$ cat config.mk
export PLATFORM = sky130hd
export DESIGN_NAME = dca_serial_ctrl
export DESIGN_NICKNAME = d
export VERILOG_FILES = /design/src/dca_pkg.sv /design/src/dca_buf_if.sv /design/src/dca_fifo2.sv /design/src/dca_serial_ctrl.sv
export SDC_FILE = /design/constraint.sdc
export NUM_CORES = 1
export LEC_CHECK = 0
export BUFFER_PORTS_ARGS = -buffer_cell sky130_fd_sc_hd__clkbuf_2
export CAP_MARGIN = 20
export CORE_AREA = 5 5 110 132
export DETAILED_ROUTE_END_ITERATION = 7
export DIE_AREA = 0 0 115 137
export PLACE_DENSITY = 0.46
export SYNTH_ARGS = -nofsm -noshare
export SYNTH_HDL_FRONTEND = slang
export SYNTH_SLANG_ARGS = --single-unit
$ cat constraint.sdc
create_clock -name CORE_CLK -period 3.8 [get_ports CORE_CLK]
set_clock_uncertainty 0.15 [all_clocks]
set_input_delay 0.19 -clock CORE_CLK [delete_from_list [all_inputs] [get_ports CORE_CLK]]
set_output_delay 0.19 -clock CORE_CLK [all_outputs]
set_load 0.02 [all_outputs]
$ cat src/dca_pkg.sv
`default_nettype none
package dca_pkg;

    // Conversion result width and straight-binary step (supply / 4096)
    localparam int RES_W = 12;
    localparam int CODE_STEPS = 4096;

    // Control word layout, shifted in MSB first
    localparam int CW_W = 8;
    localparam int CW_SEL_LO = 3;
    localparam int CW_SEL_MID = 4;
    localparam int CW_SEL_HI = 5;

    // Serial clock positions inside one conversion
    localparam logic [4:0] CLK_NONE = 5'h00;
    localparam logic [4:0] CLK_FIRST = 5'h01;
    localparam logic [4:0] CLK_HOLD = 5'h04;
    localparam logic [4:0] CLK_DATA = 5'h05;
    localparam logic [4:0] CLK_LAST = 5'h10;
    localparam logic [3:0] RISE_ZERO = 4'h0;
    localparam logic [3:0] RISE_ONE = 4'h1;
    localparam logic [3:0] WORD_LAST = 4'h7;

    // Channel codes and reset values
    localparam logic CHAN_A = 1'b0;
    localparam logic CHAN_B = 1'b1;
    localparam logic [7:0] CW_RESET = 8'h00;
    localparam logic [RES_W-1:0] CODE_ZERO = 12'h000;

    // Result buffer shape
    localparam int BUF_DEPTH = 2;

    typedef logic [RES_W-1:0] dca_code_t;

    // Converter phase inside a frame
    typedef enum logic [1:0] {
        PH_IDLE = 2'b00,
        PH_TRACK = 2'b01,
        PH_CONV = 2'b10,
        PH_DOWN = 2'b11
    } dca_phase_e;

endpackage
`default_nettype wire

$ cat src/dca_buf_if.sv
`timescale 1ns/1ps
`default_nettype none
interface dca_buf_if;
    import dca_pkg::*;
    logic in_valid;
    logic in_ready;
    dca_code_t in_data;
    logic out_valid;
    logic out_ready;
    dca_code_t out_data;

    // Buffer side
    modport store (
        input in_valid, in_data, out_ready,
        output in_ready, out_valid, out_data
    );
    // Producer and consumer side
    modport user (
        output in_valid, in_data, out_ready,
        input in_ready, out_valid, out_data
    );
endinterface
`default_nettype wire

$ cat src/dca_fifo2.sv
`timescale 1ns/1ps
`default_nettype none
module dca_fifo2 import dca_pkg::*; #(
    parameter int W = RES_W,
    parameter int DEPTH = BUF_DEPTH
) (
    // Clock and control
    input wire logic clk,
    input wire logic rst,
    input wire logic ce,
    // Buffer ports
    dca_buf_if.store b
);
    localparam int PW = (DEPTH > 1) ? $clog2(DEPTH) : 1;
    localparam int CW = $clog2(DEPTH + 1);
    localparam logic [PW-1:0] PTR_LAST = PW'(DEPTH - 1);
    localparam logic [CW-1:0] CNT_FULL = CW'(DEPTH);

    typedef struct packed {
        logic [DEPTH-1:0][W-1:0] mem;
        logic [PW-1:0] wp;
        logic [PW-1:0] rp;
        logic [CW-1:0] cnt;
        logic rdy;
    } fifo_s;

    fifo_s s_q;
    fifo_s s_d;
    logic push;
    logic pop;

    // Next state: write, read, count and registered ready
    always_comb begin
        s_d = s_q;
        push = b.in_valid & s_q.rdy;
        pop = b.out_ready & (s_q.cnt != '0);
        if (push) begin
            s_d.mem[s_q.wp] = b.in_data;
            s_d.wp = (s_q.wp == PTR_LAST) ? '0 : s_q.wp + 1'b1;
        end
        if (pop) begin
            s_d.rp = (s_q.rp == PTR_LAST) ? '0 : s_q.rp + 1'b1;
        end
        s_d.cnt = s_q.cnt + CW'(push) - CW'(pop);
        s_d.rdy = (s_d.cnt != CNT_FULL);
        if (!ce) begin
            s_d = s_q;
        end
    end

    // State register
    always_ff @(posedge clk) begin
        if (rst) begin
            s_q <= '0;
            s_q.rdy <= 1'b1;
        end else begin
            s_q <= s_d;
        end
    end

    // Handshake outputs
    assign b.in_ready = s_q.rdy & ce;
    assign b.out_valid = (s_q.cnt != '0);
    assign b.out_data = s_q.mem[s_q.rp];
endmodule
`default_nettype wire

$ cat src/dca_serial_ctrl.sv
// How it works
// [RULE1] Host sends, during each conversion, the channel for the following one.
// [RULE2] Frame select and clock falling together: next rising edge samples first.
// [RULE3] No start-up delay; the very first frame converts fully.
// [RULE4] First result after power-up always comes from input A.
// [RULE5] Channel taken from control word bits 5..3; other bits ignored.
// [RULE6] Channel bits 00 select input A, 01 input B; top bit ignored.
// [RULE7] Host never sets middle channel bit; output is then undefined.
// [RULE8] Results are 12-bit unsigned straight binary, step supply/4096.
// [RULE9] Powered up while frame select low, down while it is high.
// [RULE10] Power-down after 16th falling edge until next conversion's first.
// [RULE11] Back-to-back conversions of 16 clocks while frame select low.
// [RULE12] Host keeps serial clock at or below 8 MHz.
// [RULE13] Host gives each frame a multiple of 16 rising edges.
// [RULE14] Serial input sampled on first 8 rising edges of each conversion.
// [RULE15] Serial output released while frame select high, driven while low.
// [RULE16] Track three clocks, then convert; data MSB first from 5th clock.
// [RULE17] Control word shifted MSB first: bit 7 first, bit 0 eighth.
`timescale 1ns/1ps
`default_nettype none
module dca_serial_ctrl import dca_pkg::*; (
    // Clock, reset and enable
    input wire logic CORE_CLK,
    input wire logic RESET,
    input wire logic CE,
    // Serial pins
    input wire logic CS_N,
    input wire logic SCLK,
    input wire logic DIN,
    output logic DOUT,
    output logic DOUT_OE,
    // Sample request to the converter core
    output logic SAMPLE_REQ,
    output logic SAMPLE_CHAN,
    // Conversion results from the converter core
    input wire logic RESULT_VALID,
    input wire logic [RES_W-1:0] RESULT_CODE,
    output logic RESULT_READY,
    // Status
    output logic POWERED,
    output logic TRACKING
);

    typedef struct packed {
        logic cs_s1;
        logic cs_s2;
        logic cs_p;
        logic sck_s1;
        logic sck_s2;
        logic sck_p;
        logic din_s1;
        logic din_s2;
        logic [3:0] rise_cnt;
        logic [4:0] fall_cnt;
        logic [CW_W-1:0] word;
        logic chan;
        dca_code_t shift;
        dca_phase_e phase;
        logic dout;
        logic oe;
        logic pwr;
        logic track;
        logic req;
        logic req_chan;
        logic seen_req;
        logic rdy;
    } ctl_s;

    ctl_s s_q;
    ctl_s s_d;
    logic cs_low;
    logic cs_fell;
    logic rise;
    logic fall;
    logic pop;
    logic [4:0] kfall;
    logic [CW_W-1:0] wnext;

    dca_buf_if bif ();

    // Two-entry result buffer between converter core and shifter
    dca_fifo2 #(
        .W(RES_W),
        .DEPTH(BUF_DEPTH)
    ) u_buf (
        .clk(CORE_CLK),
        .rst(RESET),
        .ce(CE),
        .b(bif.store)
    );

    // Buffer connections
    assign bif.in_valid = RESULT_VALID & s_q.rdy; // Only what ready promised
    assign bif.in_data = RESULT_CODE;
    assign bif.out_ready = pop;

    // Pin sampling, edge finding and conversion sequencing
    always_comb begin
        s_d = s_q;
        pop = 1'b0;
        s_d.req = 1'b0;
        s_d.cs_s1 = CS_N;
        s_d.cs_s2 = s_q.cs_s1;
        s_d.cs_p = s_q.cs_s2;
        s_d.sck_s1 = SCLK;
        s_d.sck_s2 = s_q.sck_s1;
        s_d.sck_p = s_q.sck_s2;
        s_d.din_s1 = DIN;
        s_d.din_s2 = s_q.din_s1;
        cs_low = ~s_q.cs_s2;
        cs_fell = s_q.cs_p & ~s_q.cs_s2;
        rise = cs_low & s_q.sck_s2 & ~s_q.sck_p;
        // Frame start with clock low counts as the first falling edge
        fall = cs_low & ~s_q.sck_s2 & (s_q.sck_p | cs_fell); // RULE2
        kfall = ((s_q.fall_cnt == CLK_LAST) || (s_q.fall_cnt == CLK_NONE))
            ? CLK_FIRST : s_q.fall_cnt + 5'h01;
        wnext = {s_q.word[CW_W-2:0], s_q.din_s2};
        if (!cs_low) begin
            // Frame closed: counters cleared, output released
            s_d.rise_cnt = RISE_ZERO;
            s_d.fall_cnt = CLK_NONE;
            s_d.phase = PH_IDLE;
            s_d.oe = 1'b0; // RULE15
            s_d.dout = 1'b0;
            s_d.track = 1'b0;
        end else begin
            s_d.oe = 1'b1; // RULE15
            if (rise) begin
                s_d.rise_cnt = s_q.rise_cnt + 4'h1; // RULE11
                if (s_q.rise_cnt <= WORD_LAST) begin
                    s_d.word = wnext; // RULE14 RULE17
                end
                if (s_q.rise_cnt == WORD_LAST) begin
                    // Only the low channel bit steers the multiplexer
                    s_d.chan = wnext[CW_SEL_LO]; // RULE5 RULE6
                end
            end
            if (fall) begin
                s_d.fall_cnt = kfall;
                if (kfall == CLK_FIRST) begin
                    // Track starts; ask the core for the chosen input
                    s_d.phase = PH_TRACK; // RULE11 RULE16
                    s_d.track = 1'b1;
                    s_d.req = 1'b1; // RULE3
                    s_d.req_chan = s_q.chan;
                    s_d.seen_req = 1'b1;
                end
                if (kfall == CLK_HOLD) begin
                    s_d.phase = PH_CONV; // RULE16
                    s_d.track = 1'b0;
                end
                if (kfall < CLK_DATA) begin
                    s_d.dout = 1'b0; // RULE16
                end else if (kfall == CLK_DATA) begin
                    // Load oldest result, MSB goes out first
                    pop = bif.out_valid;
                    s_d.shift = bif.out_valid ? bif.out_data : CODE_ZERO;
                    s_d.dout = s_d.shift[RES_W-1]; // RULE8 RULE16
                end else begin
                    s_d.dout = s_q.shift[RES_W-2];
                    s_d.shift = {s_q.shift[RES_W-2:0], 1'b0};
                end
                if (kfall == CLK_LAST) begin
                    s_d.phase = PH_DOWN; // RULE10
                end
            end
        end
        s_d.pwr = cs_low & (s_d.phase != PH_DOWN); // RULE9 RULE10
        // Ready next cycle unless the buffer ends this cycle full
        s_d.rdy = pop | (bif.in_ready & ~(bif.out_valid & bif.in_valid));
        if (!CE) begin
            s_d = s_q;
            pop = 1'b0;
        end
    end

    // State register; first request after reset is input A
    always_ff @(posedge CORE_CLK) begin
        if (RESET) begin
            s_q <= '0;
            s_q.cs_s1 <= 1'b1;
            s_q.cs_s2 <= 1'b1;
            s_q.cs_p <= 1'b1;
            s_q.word <= CW_RESET;
            s_q.chan <= CHAN_A; // RULE4
            s_q.phase <= PH_IDLE;
        end else begin
            s_q <= s_d;
        end
    end

    // Outputs straight from the state register
    assign DOUT = s_q.dout;
    assign DOUT_OE = s_q.oe;
    assign SAMPLE_REQ = s_q.req;
    assign SAMPLE_CHAN = s_q.req_chan;
    assign RESULT_READY = s_q.rdy;
    assign POWERED = s_q.pwr;
    assign TRACKING = s_q.track;
endmodule
`default_nettype wire

==> results of run 1 <==
==> power groups by stage <==
stage | registers [W] | logic [W] | clock network, W
finish | 0.000757 | 0.000103 | 0.000816
detailed placement | 0.000773 | 0.0000924 | 0
global placement | 0.000773 | 0.0000927 | 0
floorplan | 0.000773 | 0.0000582 | 0
CTS | 0.000757 | 0.000105 | 0.000844
global route | 0.000759 | 0.000116 | 0.000878
==> layout by cell type, fill, tap and decap left out, drive strengths merged, types with 7 or more instances in the layout <==
cell         netlist  layout
dlygate4sd3        0      15
mux2i             22      22
a22oi             12      12
nand2b             7       7
clkbuf            14      34
nor2              47      47
o21ai             28      28
mux2              11      11
dfxtp             70      70
nand2             46      46
nand3              9       9
a21oi             43      43
==> worst reg2reg max path, delay by kind of cell (launching register included) <==
kind,cells,cell delay (ps)
flip-flops,1,460
AO/OA/AOI/OAI,3,480
adder cells (fa/ha/maj),3,640
buffers and inverters,2,190
AND/OR/NAND/NOR,6,950
XOR/XNOR,2,300
==> logic make-up after synthesis <==
family	Yosys count	share of synthesized area [%]
and+or+nand+nor	132	18.60
AOI/OAI and AO/OA	102	18.91
DFF	70	43.85
muxes	33	10.77
buffers and inverters	28	3.680
xor gates and xnor gates	6	2.232
adders and majority gates	5	1.958
==> registers in the layout, summed over array words and instances, names as in the netlist <==
| name | flops |
|---|---|
| POWERED | 1 |
| u_buf.s_q | 29 |
| SAMPLE_REQ | 1 |
| DOUT | 1 |
| DOUT_OE | 1 |
| TRACKING | 1 |
| RESULT_READY | 1 |
| SAMPLE_CHAN | 1 |
| s_q | 34 |
==> cell usage after synthesis (4+ instances only) <==
master / number / share of area [%]
xor2_1: 4 / 1.1
nand3_1: 9 / 1.4
nand2b_1: 7 / 1.4
a22oi_1: 12 / 2.8
clkbuf_1: 14 / 1.6
a21oi_1: 42 / 6.6
ha_1: 5 / 2.0
mux2_2: 11 / 3.9
nor2_1: 47 / 5.5
inv_1: 6 / 0.70
dfxtp_1: 70 / 44
mux2i_1: 22 / 6.9
nor2b_1: 4 / 0.78
o21ai_0: 22 / 3.4
o21ai_1: 6 / 0.94
buf_2: 4 / 0.63
nand2_1: 46 / 5.4
==> worst max-delay path by stage <==
stage | start | endpoint | slack, ps
final | s_q[31] | u_buf.s_q[0] | 500
after global routing | s_q[31] | u_buf.s_q[0] | 270
after CTS | s_q[31] | u_buf.s_q[0] | 490
after detailed placement | s_q[31] | u_buf.s_q[0] | 510
after global placement | s_q[31] | u_buf.s_q[0] | 590
after floorplan | s_q[31] | u_buf.s_q[0] | 840
==> layout make-up <==
cell class / count / area [um^2] / share of cell area, %
Clock buffer: 9 / 225.2 / 5.778
Clock inverter: 6 / 63.81 / 1.637
Inverter: 6 / 22.52 / 0.5778
Multi-Input combinational cell: 278 / 1677 / 43.02
Sequential cell: 70 / 1401 / 35.95
Tap cell: 168 / 210.2 / 5.393
Timing Repair Buffer: 43 / 297.8 / 7.640
==> layer usage <==
metal	share of wire (%)	global-route usage (%)
met1	48	12.88
met2	47	16.54
met3	3.0	2.786
met4	1.5	3.653
met5	0	0
==> through the flow <==
stage               cells  util (%)  worst slack, ps
floorplan             376         -            840.4
global placement      550     26.35            592.5
detailed placement    550     26.35            511.6
CTS                   580     29.70            493.2
global route          580     29.70            274.5
finish                580     29.70            495.6
==> tab_implementation.tex, run 1 <==
\begin{tabular}{lr}
\hline
Metric & Value \\
\hline
\multicolumn{2}{l}{\textbf{Timing}} \\
\quad Worst hold margin & around 220 ps \\
\quad Period utilization & 86.96\% \\
\quad Maximum operating frequency & 302.6 MHz \\
\quad Total setup violations reported at the end of the flow & 0 \\
\quad Number of max-slew violations in the final report & 0 \\
\quad Worst slew pin tran & approximately 1000 ps \\
\quad Hold violation total from the final report & 0 \\
\quad Setup repair after global routing missed its margin & false \\
\quad Final setup TNS & 0 ps \\
\quad Min Tclk post-route & 3304 ps \\
\quad Remaining max-slew budget at the tightest pin & 32.37\% \\
\multicolumn{2}{l}{\textbf{Critical path}} \\
\quad Cell count along the critical path & 16 \\
\quad Type of origin of the critical path & register \\
\quad Setup slack, reg-to-reg & between 400 and 500 ps \\
\quad Critical path class & reg2reg \\
\quad Startpoint of the lowest-slack register-to-register path & s\_q[31] \\
\quad Worst-case reg-to-reg path depth & 16 \\
\quad Cell repeated most along the worst path & ha\_1 \\
\quad Type of element capturing the critical path & register \\
\quad Number of buffers and inverters on the critical path & 2 \\
\quad CP Data Arrival Time & 3350 ps \\
\quad Highest fanout seen on the critical path & 8 \\
\quad Capturing point of the worst reg2reg path & u\_buf.s\_q[0] \\
\quad Cell family with most CP delay & simple AND/OR/NAND/NOR gates \\
\quad Ordered cell list for the critical path & inv\_1, ha\_1, nand2b\_1, a2bb2oi\_1, o21a\_1, or3\_1, nor2\_1, ha\_1, inv\_1, ha\_1, xor2\_1, xnor2\_1, nor2\_1, nand2\_1, o21ai\_0, nand2\_1 \\
\quad Worst path max stage delay & 460 ps \\
\quad CP max stage cell & dfxtp\_1 \\
\quad CP required & 3840 ps \\
\multicolumn{2}{l}{\textbf{Min path}} \\
\quad Hold Path Origin & RESET \\
\quad Number of cells traversed by the worst hold path & 3 \\
\quad Class of the tightest hold or removal check & in2reg \\
\quad Hold Crit Endpoint & s\_q[47] \\
\multicolumn{2}{l}{\textbf{Global routing}} \\
\quad Pin count of the biggest net entering global routing & 55 \\
\quad Initial antenna violation count & 0 \\
\quad Global-route wire length before repair & $\sim$13000 um \\
\quad Grt total ovfl & 0 \\
\quad Number of global-route vias before repair & roughly 2600 \\
\quad Gr usage total & 10.18\% \\
\multicolumn{2}{l}{\textbf{Drt}} \\
\quad Number of remaining DRC errors & 0 \\
\quad Detailed router's first-iteration violation count & 94 \\
\quad Routed vias & 2671 \\
\quad Final routed wirelength across all metal layers & 7562 um \\
\quad Routed wire per std cell & 13.04 um \\
\quad Number of detailed-routing iterations run before antenna repair & 5 \\
\quad Routed Antenna Nets & 0 \\
\quad Vias per cell & 4.605 \\
\multicolumn{2}{l}{\textbf{Clocking}} \\
\quad Cell at the root of the clock tree & clkbuf\_16 \\
\quad Number of gates resized after cts & 0 \\
\quad Setup Buffers After CTS & 0 \\
\quad Hold\_buf cts & 15 \\
\quad H-Tree Level Count & 3 \\
\quad Source-to-sink clock delay at the later pin of the worst-skew pair & 320 ps \\
\quad CTS tree & built \\
\quad CTS buffer count & 9 \\
\quad Clock edge transition at the registers on the reported setup and hold paths & 60 ps \\
\quad Sink count of the clock tree & 70 \\
\quad Maximum buffer depth of the clock tree & 2 \\
\multicolumn{2}{l}{\textbf{Synth}} \\
\quad Top flip-flop cell by instance count after synthesis & dfxtp\_1 \\
\quad Post-synthesis cell area & approximately 3200 um\^{}2 \\
\quad Post-synthesis sequential area ratio & a little over two fifths \\
\quad Async set-or-reset flop fraction in the synthesized netlist & 0\% \\
\quad Distinct cell type count after synthesis & 48 \\
\quad EDFF count, synth & 0 \\
\quad Yosys warnings & 0 \\
\quad Number of standard cells after synthesis & 376 \\
\quad Syn Area/Cell & roughly 8.5 um\^{}2 \\
\quad Yosys reg bits & 70 \\
\quad Mapped Nets & 400 \\
\multicolumn{2}{l}{\textbf{Power}} \\
\quad Design Power & 0.001676 W \\
\quad PwrDens & between 400 and 500 nW/um\^{}2 \\
\quad Proportion of power drawn by flip-flops and latches & 45.2\% \\
\quad Combinational power share & about 6.2\% \\
\quad Sw power & 0.0003831 W \\
\quad Internal power consumption & $\sim$0.0013 W \\
\quad Part of the total power dissipated in the clock network & 48.7\% \\
\quad Standby leakage power & 1.565 nW \\
\quad VDD IR max & 0.1901 mV \\
\quad Fraction of power spent switching nets & 22.86\% \\
\multicolumn{2}{l}{\textbf{Layout}} \\
\quad Number of fill cells in the layout & 1416 \\
\quad Final layout net count & 432 \\
\quad Total inserted antenna cells & 0 \\
\quad Post-synthesis to final-layout area growth & 21.97\% \\
\quad Total non-filler cell area in the finished layout & around 3900 um\^{}2 \\
\quad Fraction of final layout cells sized beyond drive strength 1 & 14.32\% \\
\multicolumn{2}{l}{\textbf{Placed design}} \\
\quad Routability cong. & 0.8114 \\
\quad Total half-perimeter wirelength after legalization and detailed placement & 4900 um \\
\quad I/O Buffers & 25 \\
\quad DP Area & between 3000 and 4000 um\^{}2 \\
\multicolumn{2}{l}{\textbf{Floorplan}} \\
\quad Initial standard-cell utilization of the core & 24.35\% \\
\quad Number of placement rows & 46 \\
\quad I/O pins & 26 \\
\quad Overall die height & 137 um \\
\quad DIE AREA & 15760 um\^{}2 \\
\quad CORE AREA & around 13000 um\^{}2 \\
\quad Die span in x & 115 um \\
\multicolumn{2}{l}{\textbf{Flow run}} \\
\quad Max\_cap viols & 0 \\
\multicolumn{2}{l}{\textbf{Status}} \\
\quad Run status & complete, no violations \\
\hline
\end{tabular}
(Power assumes the default switching activity.)
==> run 2: changes to the inputs <==
CELL_PAD_IN_SITES_DETAIL_PLACEMENT = 0   (was unset)
CELL_PAD_IN_SITES_GLOBAL_PLACEMENT = 1   (was unset)
PLACE_DENSITY = 0.55   (was 0.46)
==> tab_implementation.tex, run 2 (synthesis gave the netlist of run 1 again) <==
\begin{tabular}{lr}
\hline
Metric & Value \\
\hline
\multicolumn{2}{l}{\textbf{Drt}} \\
\quad Routed vias & approximately 2600 \\
\quad Vias per cell & roughly 4.6 \\
\quad Routed Antenna Nets & 0 \\
\quad Final routed wirelength across all metal layers & 7680 um \\
\quad Number of detailed-routing iterations run before antenna repair & 4 \\
\quad Number of remaining DRC errors & 0 \\
\quad Routed wire per std cell & between 10 and 15 um \\
\quad Detailed router's first-iteration violation count & 77 \\
\multicolumn{2}{l}{\textbf{Timing}} \\
\quad Number of max-slew violations in the final report & 0 \\
\quad Worst hold margin & 232.6 ps \\
\quad Period utilization & roughly 86\% \\
\quad Worst slew pin tran & $\sim$960 ps \\
\quad Min Tclk post-route & 3269 ps \\
\quad Setup repair after global routing missed its margin & false \\
\quad Maximum operating frequency & around 310 MHz \\
\quad Final setup TNS & 0 ps \\
\quad Total setup violations reported at the end of the flow & 0 \\
\quad Remaining max-slew budget at the tightest pin & between 30 and 40\% \\
\quad Final setup slack of the worst path & between 500 and 600 ps \\
\quad Hold violation total from the final report & 0 \\
\multicolumn{2}{l}{\textbf{Layout}} \\
\quad Utilization after layout & 29.67\% \\
\quad Number of fill cells in the layout & 1441 \\
\quad Post-synthesis to final-layout area growth & 21.85\% \\
\quad Final layout net count & 433 \\
\quad Largest register FFs & 34 \\
\quad Commonest non-fill, non-tap cells in the layout & dfxtp\_1 (70), nor2\_1 (47), nand2\_1 (46), a21oi\_1 (42), clkbuf\_2 (25) \\
\quad Top reg by flops & s\_q \\
\quad Top flop regs & s\_q x34, u\_buf.s\_q x29 \\
\quad Total inserted antenna cells & 0 \\
\quad Most frequent standard cell in the layout excluding fill and tap cells & dfxtp\_1 \\
\quad Fraction of final layout cells sized beyond drive strength 1 & 13.87\% \\
\multicolumn{2}{l}{\textbf{Clocking}} \\
\quad CTS buffer count & 9 \\
\quad Maximum buffer depth of the clock tree & 2 \\
\quad Cell at the root of the clock tree & clkbuf\_16 \\
\quad H-Tree Level Count & 3 \\
\quad Source-to-sink clock delay at the later pin of the worst-skew pair & 330 ps \\
\quad CTS tree & built \\
\quad Sink count of the clock tree & 70 \\
\quad Clock edge transition at the registers on the reported setup and hold paths & roughly 50 ps \\
\multicolumn{2}{l}{\textbf{Critical path}} \\
\quad Type of element capturing the critical path & register \\
\quad CP Data Arrival Time & between 3000 and 4000 ps \\
\quad Startpoint of the lowest-slack register-to-register path & s\_q[31] \\
\quad Type of origin of the critical path & register \\
\quad Worst-case reg-to-reg path depth & 16 \\
\quad Highest fanout seen on the critical path & 8 \\
\quad Critical path launch point & s\_q[31] \\
\quad Worst path max stage delay & 470 ps \\
\quad CP max stage cell & dfxtp\_1 \\
\quad Capturing point of the worst reg2reg path & u\_buf.s\_q[0] \\
\quad Setup slack, reg-to-reg & around 530 ps \\
\quad CP required & about 3900 ps \\
\quad Critical path class & reg2reg \\
\quad Cell repeated most along the worst path & ha\_1 \\
\quad Ordered cell list for the critical path & inv\_1, ha\_1, nand2b\_1, a2bb2oi\_1, o21a\_1, or3\_1, nor2\_1, ha\_1, inv\_1, ha\_1, xor2\_1, xnor2\_1, nor2\_1, nand2\_1, o21ai\_0, nand2\_1 \\
\multicolumn{2}{l}{\textbf{Global routing}} \\
\quad Initial antenna violation count & 0 \\
\quad Grt total ovfl & 0 \\
\quad Gr usage total & 10.56\% \\
\quad Number of global-route vias before repair & $\sim$2700 \\
\quad Global-route wire length before repair & 13140 um \\
\quad Pin count of the biggest net entering global routing & 32 \\
\multicolumn{2}{l}{\textbf{Floorplan}} \\
\quad Number of placement rows & 46 \\
\quad Initial standard-cell utilization of the core & 24.35\% \\
\quad Overall die height & 137 um \\
\quad DIE AREA & 15760 um\^{}2 \\
\quad CORE AREA & around 13000 um\^{}2 \\
\quad I/O pins & 26 \\
\quad Die span in x & $\sim$120 um \\
\multicolumn{2}{l}{\textbf{Min path}} \\
\quad Number of cells traversed by the worst hold path & 2 \\
\quad Hold Crit Endpoint & u\_buf.s\_q[26] \\
\quad Class of the tightest hold or removal check & in2reg \\
\quad Hold Path Origin & RESET \\
\multicolumn{2}{l}{\textbf{Placed design}} \\
\quad I/O Buffers & 25 \\
\quad Total half-perimeter wirelength after legalization and detailed placement & 5212 um \\
\quad Routability cong. & 0.7896 \\
\quad Post-placement worst setup slack & between 500 and 600 ps \\
\multicolumn{2}{l}{\textbf{Power}} \\
\quad VDD IR max & around 0.19 mV \\
\quad Standby leakage power & $\sim$1.6 nW \\
\quad Proportion of power drawn by flip-flops and latches & 45.3\% \\
\quad Combinational power share & 6.2\% \\
\quad Sw power & 0.0003663 W \\
\quad Internal power consumption & around 0.0013 W \\
\quad Fraction of power spent switching nets & 21.92\% \\
\quad Design Power & 0.001671 W \\
\quad PwrDens & 429.2 nW/um\^{}2 \\
\quad Part of the total power dissipated in the clock network & between 40\% and 50\% \\
\multicolumn{2}{l}{\textbf{Status}} \\
\quad Run status & complete, no violations \\
\multicolumn{2}{l}{\textbf{Flow run}} \\
\quad Max\_cap viols & 0 \\
\hline
\end{tabular}
==> run 2: area by class of cell <==
cell class              count  area (um^2)  area share, %
clock inverters             2        35.03         0.8997
clock buffers              11        242.7          6.234
multi-input cells         278         1677          43.06
flip-flops and latches     70         1401          35.99
repair buffers             44        305.3          7.841
inverters                   6        22.52         0.5784
well taps                 168        210.2          5.398
==> run 2: critical path: cells and delay by family (launching register included) <==
family / cells / cell delay (ps)
simple gates: 6 / 910
buf+inv: 2 / 190
fa+ha+maj: 3 / 650
flops: 1 / 470
compound gates: 3 / 480
xor+xnor: 2 / 300
==> run 2: timing repair <==
action / in CTS / in global routing
hold buffers: 15 / 0
setup buffers: 0 / 0
gates resized for setup: 0 / 0
hold endpoints to repair: 27 / 0
==> run 2: metal layers <==
metal / track usage (%) / wire length (um) / vias to the layer above
li1: - / - / 1376
met4: 4.110 / 129 / 0
met2: 17.63 / 3715 / 30
met3: 2.388 / 216 / 13
met5: 0 / 0 / -
met1: 13.14 / 3619 / 1228
==> run 2: worst max path at each step <==
stage / end / cells after the start / slack (ps)
6_report: u_buf.s_q[0] / 16 / 530
5_1_grt: u_buf.s_q[0] / 16 / 220
4_1_cts: u_buf.s_q[0] / 16 / 520
3_5_place_dp: u_buf.s_q[0] / 16 / 530
3_3_place_gp: u_buf.s_q[0] / 16 / 570
2_1_floorplan: u_buf.s_q[0] / 16 / 840
==> run 2: power by group through the flow <==
stage | clock network (W) | registers, W | logic, W
floorplan | 0 | 0.000773 | 0.0000582
global placement | 0 | 0.000773 | 0.0000933
detailed placement | 0 | 0.000773 | 0.0000939
CTS | 0.000848 | 0.000757 | 0.000107
global route | 0.000870 | 0.000759 | 0.000117
finish | 0.000811 | 0.000757 | 0.000104
==> run 2: stage by stage <==
step,std cells,cell area (um^2)
5_1_grt,579,3894
3_3_place_gp,551,3466
4_1_cts,579,3894
2_1_floorplan,376,3196
6_report,579,3894
3_5_place_dp,551,3466
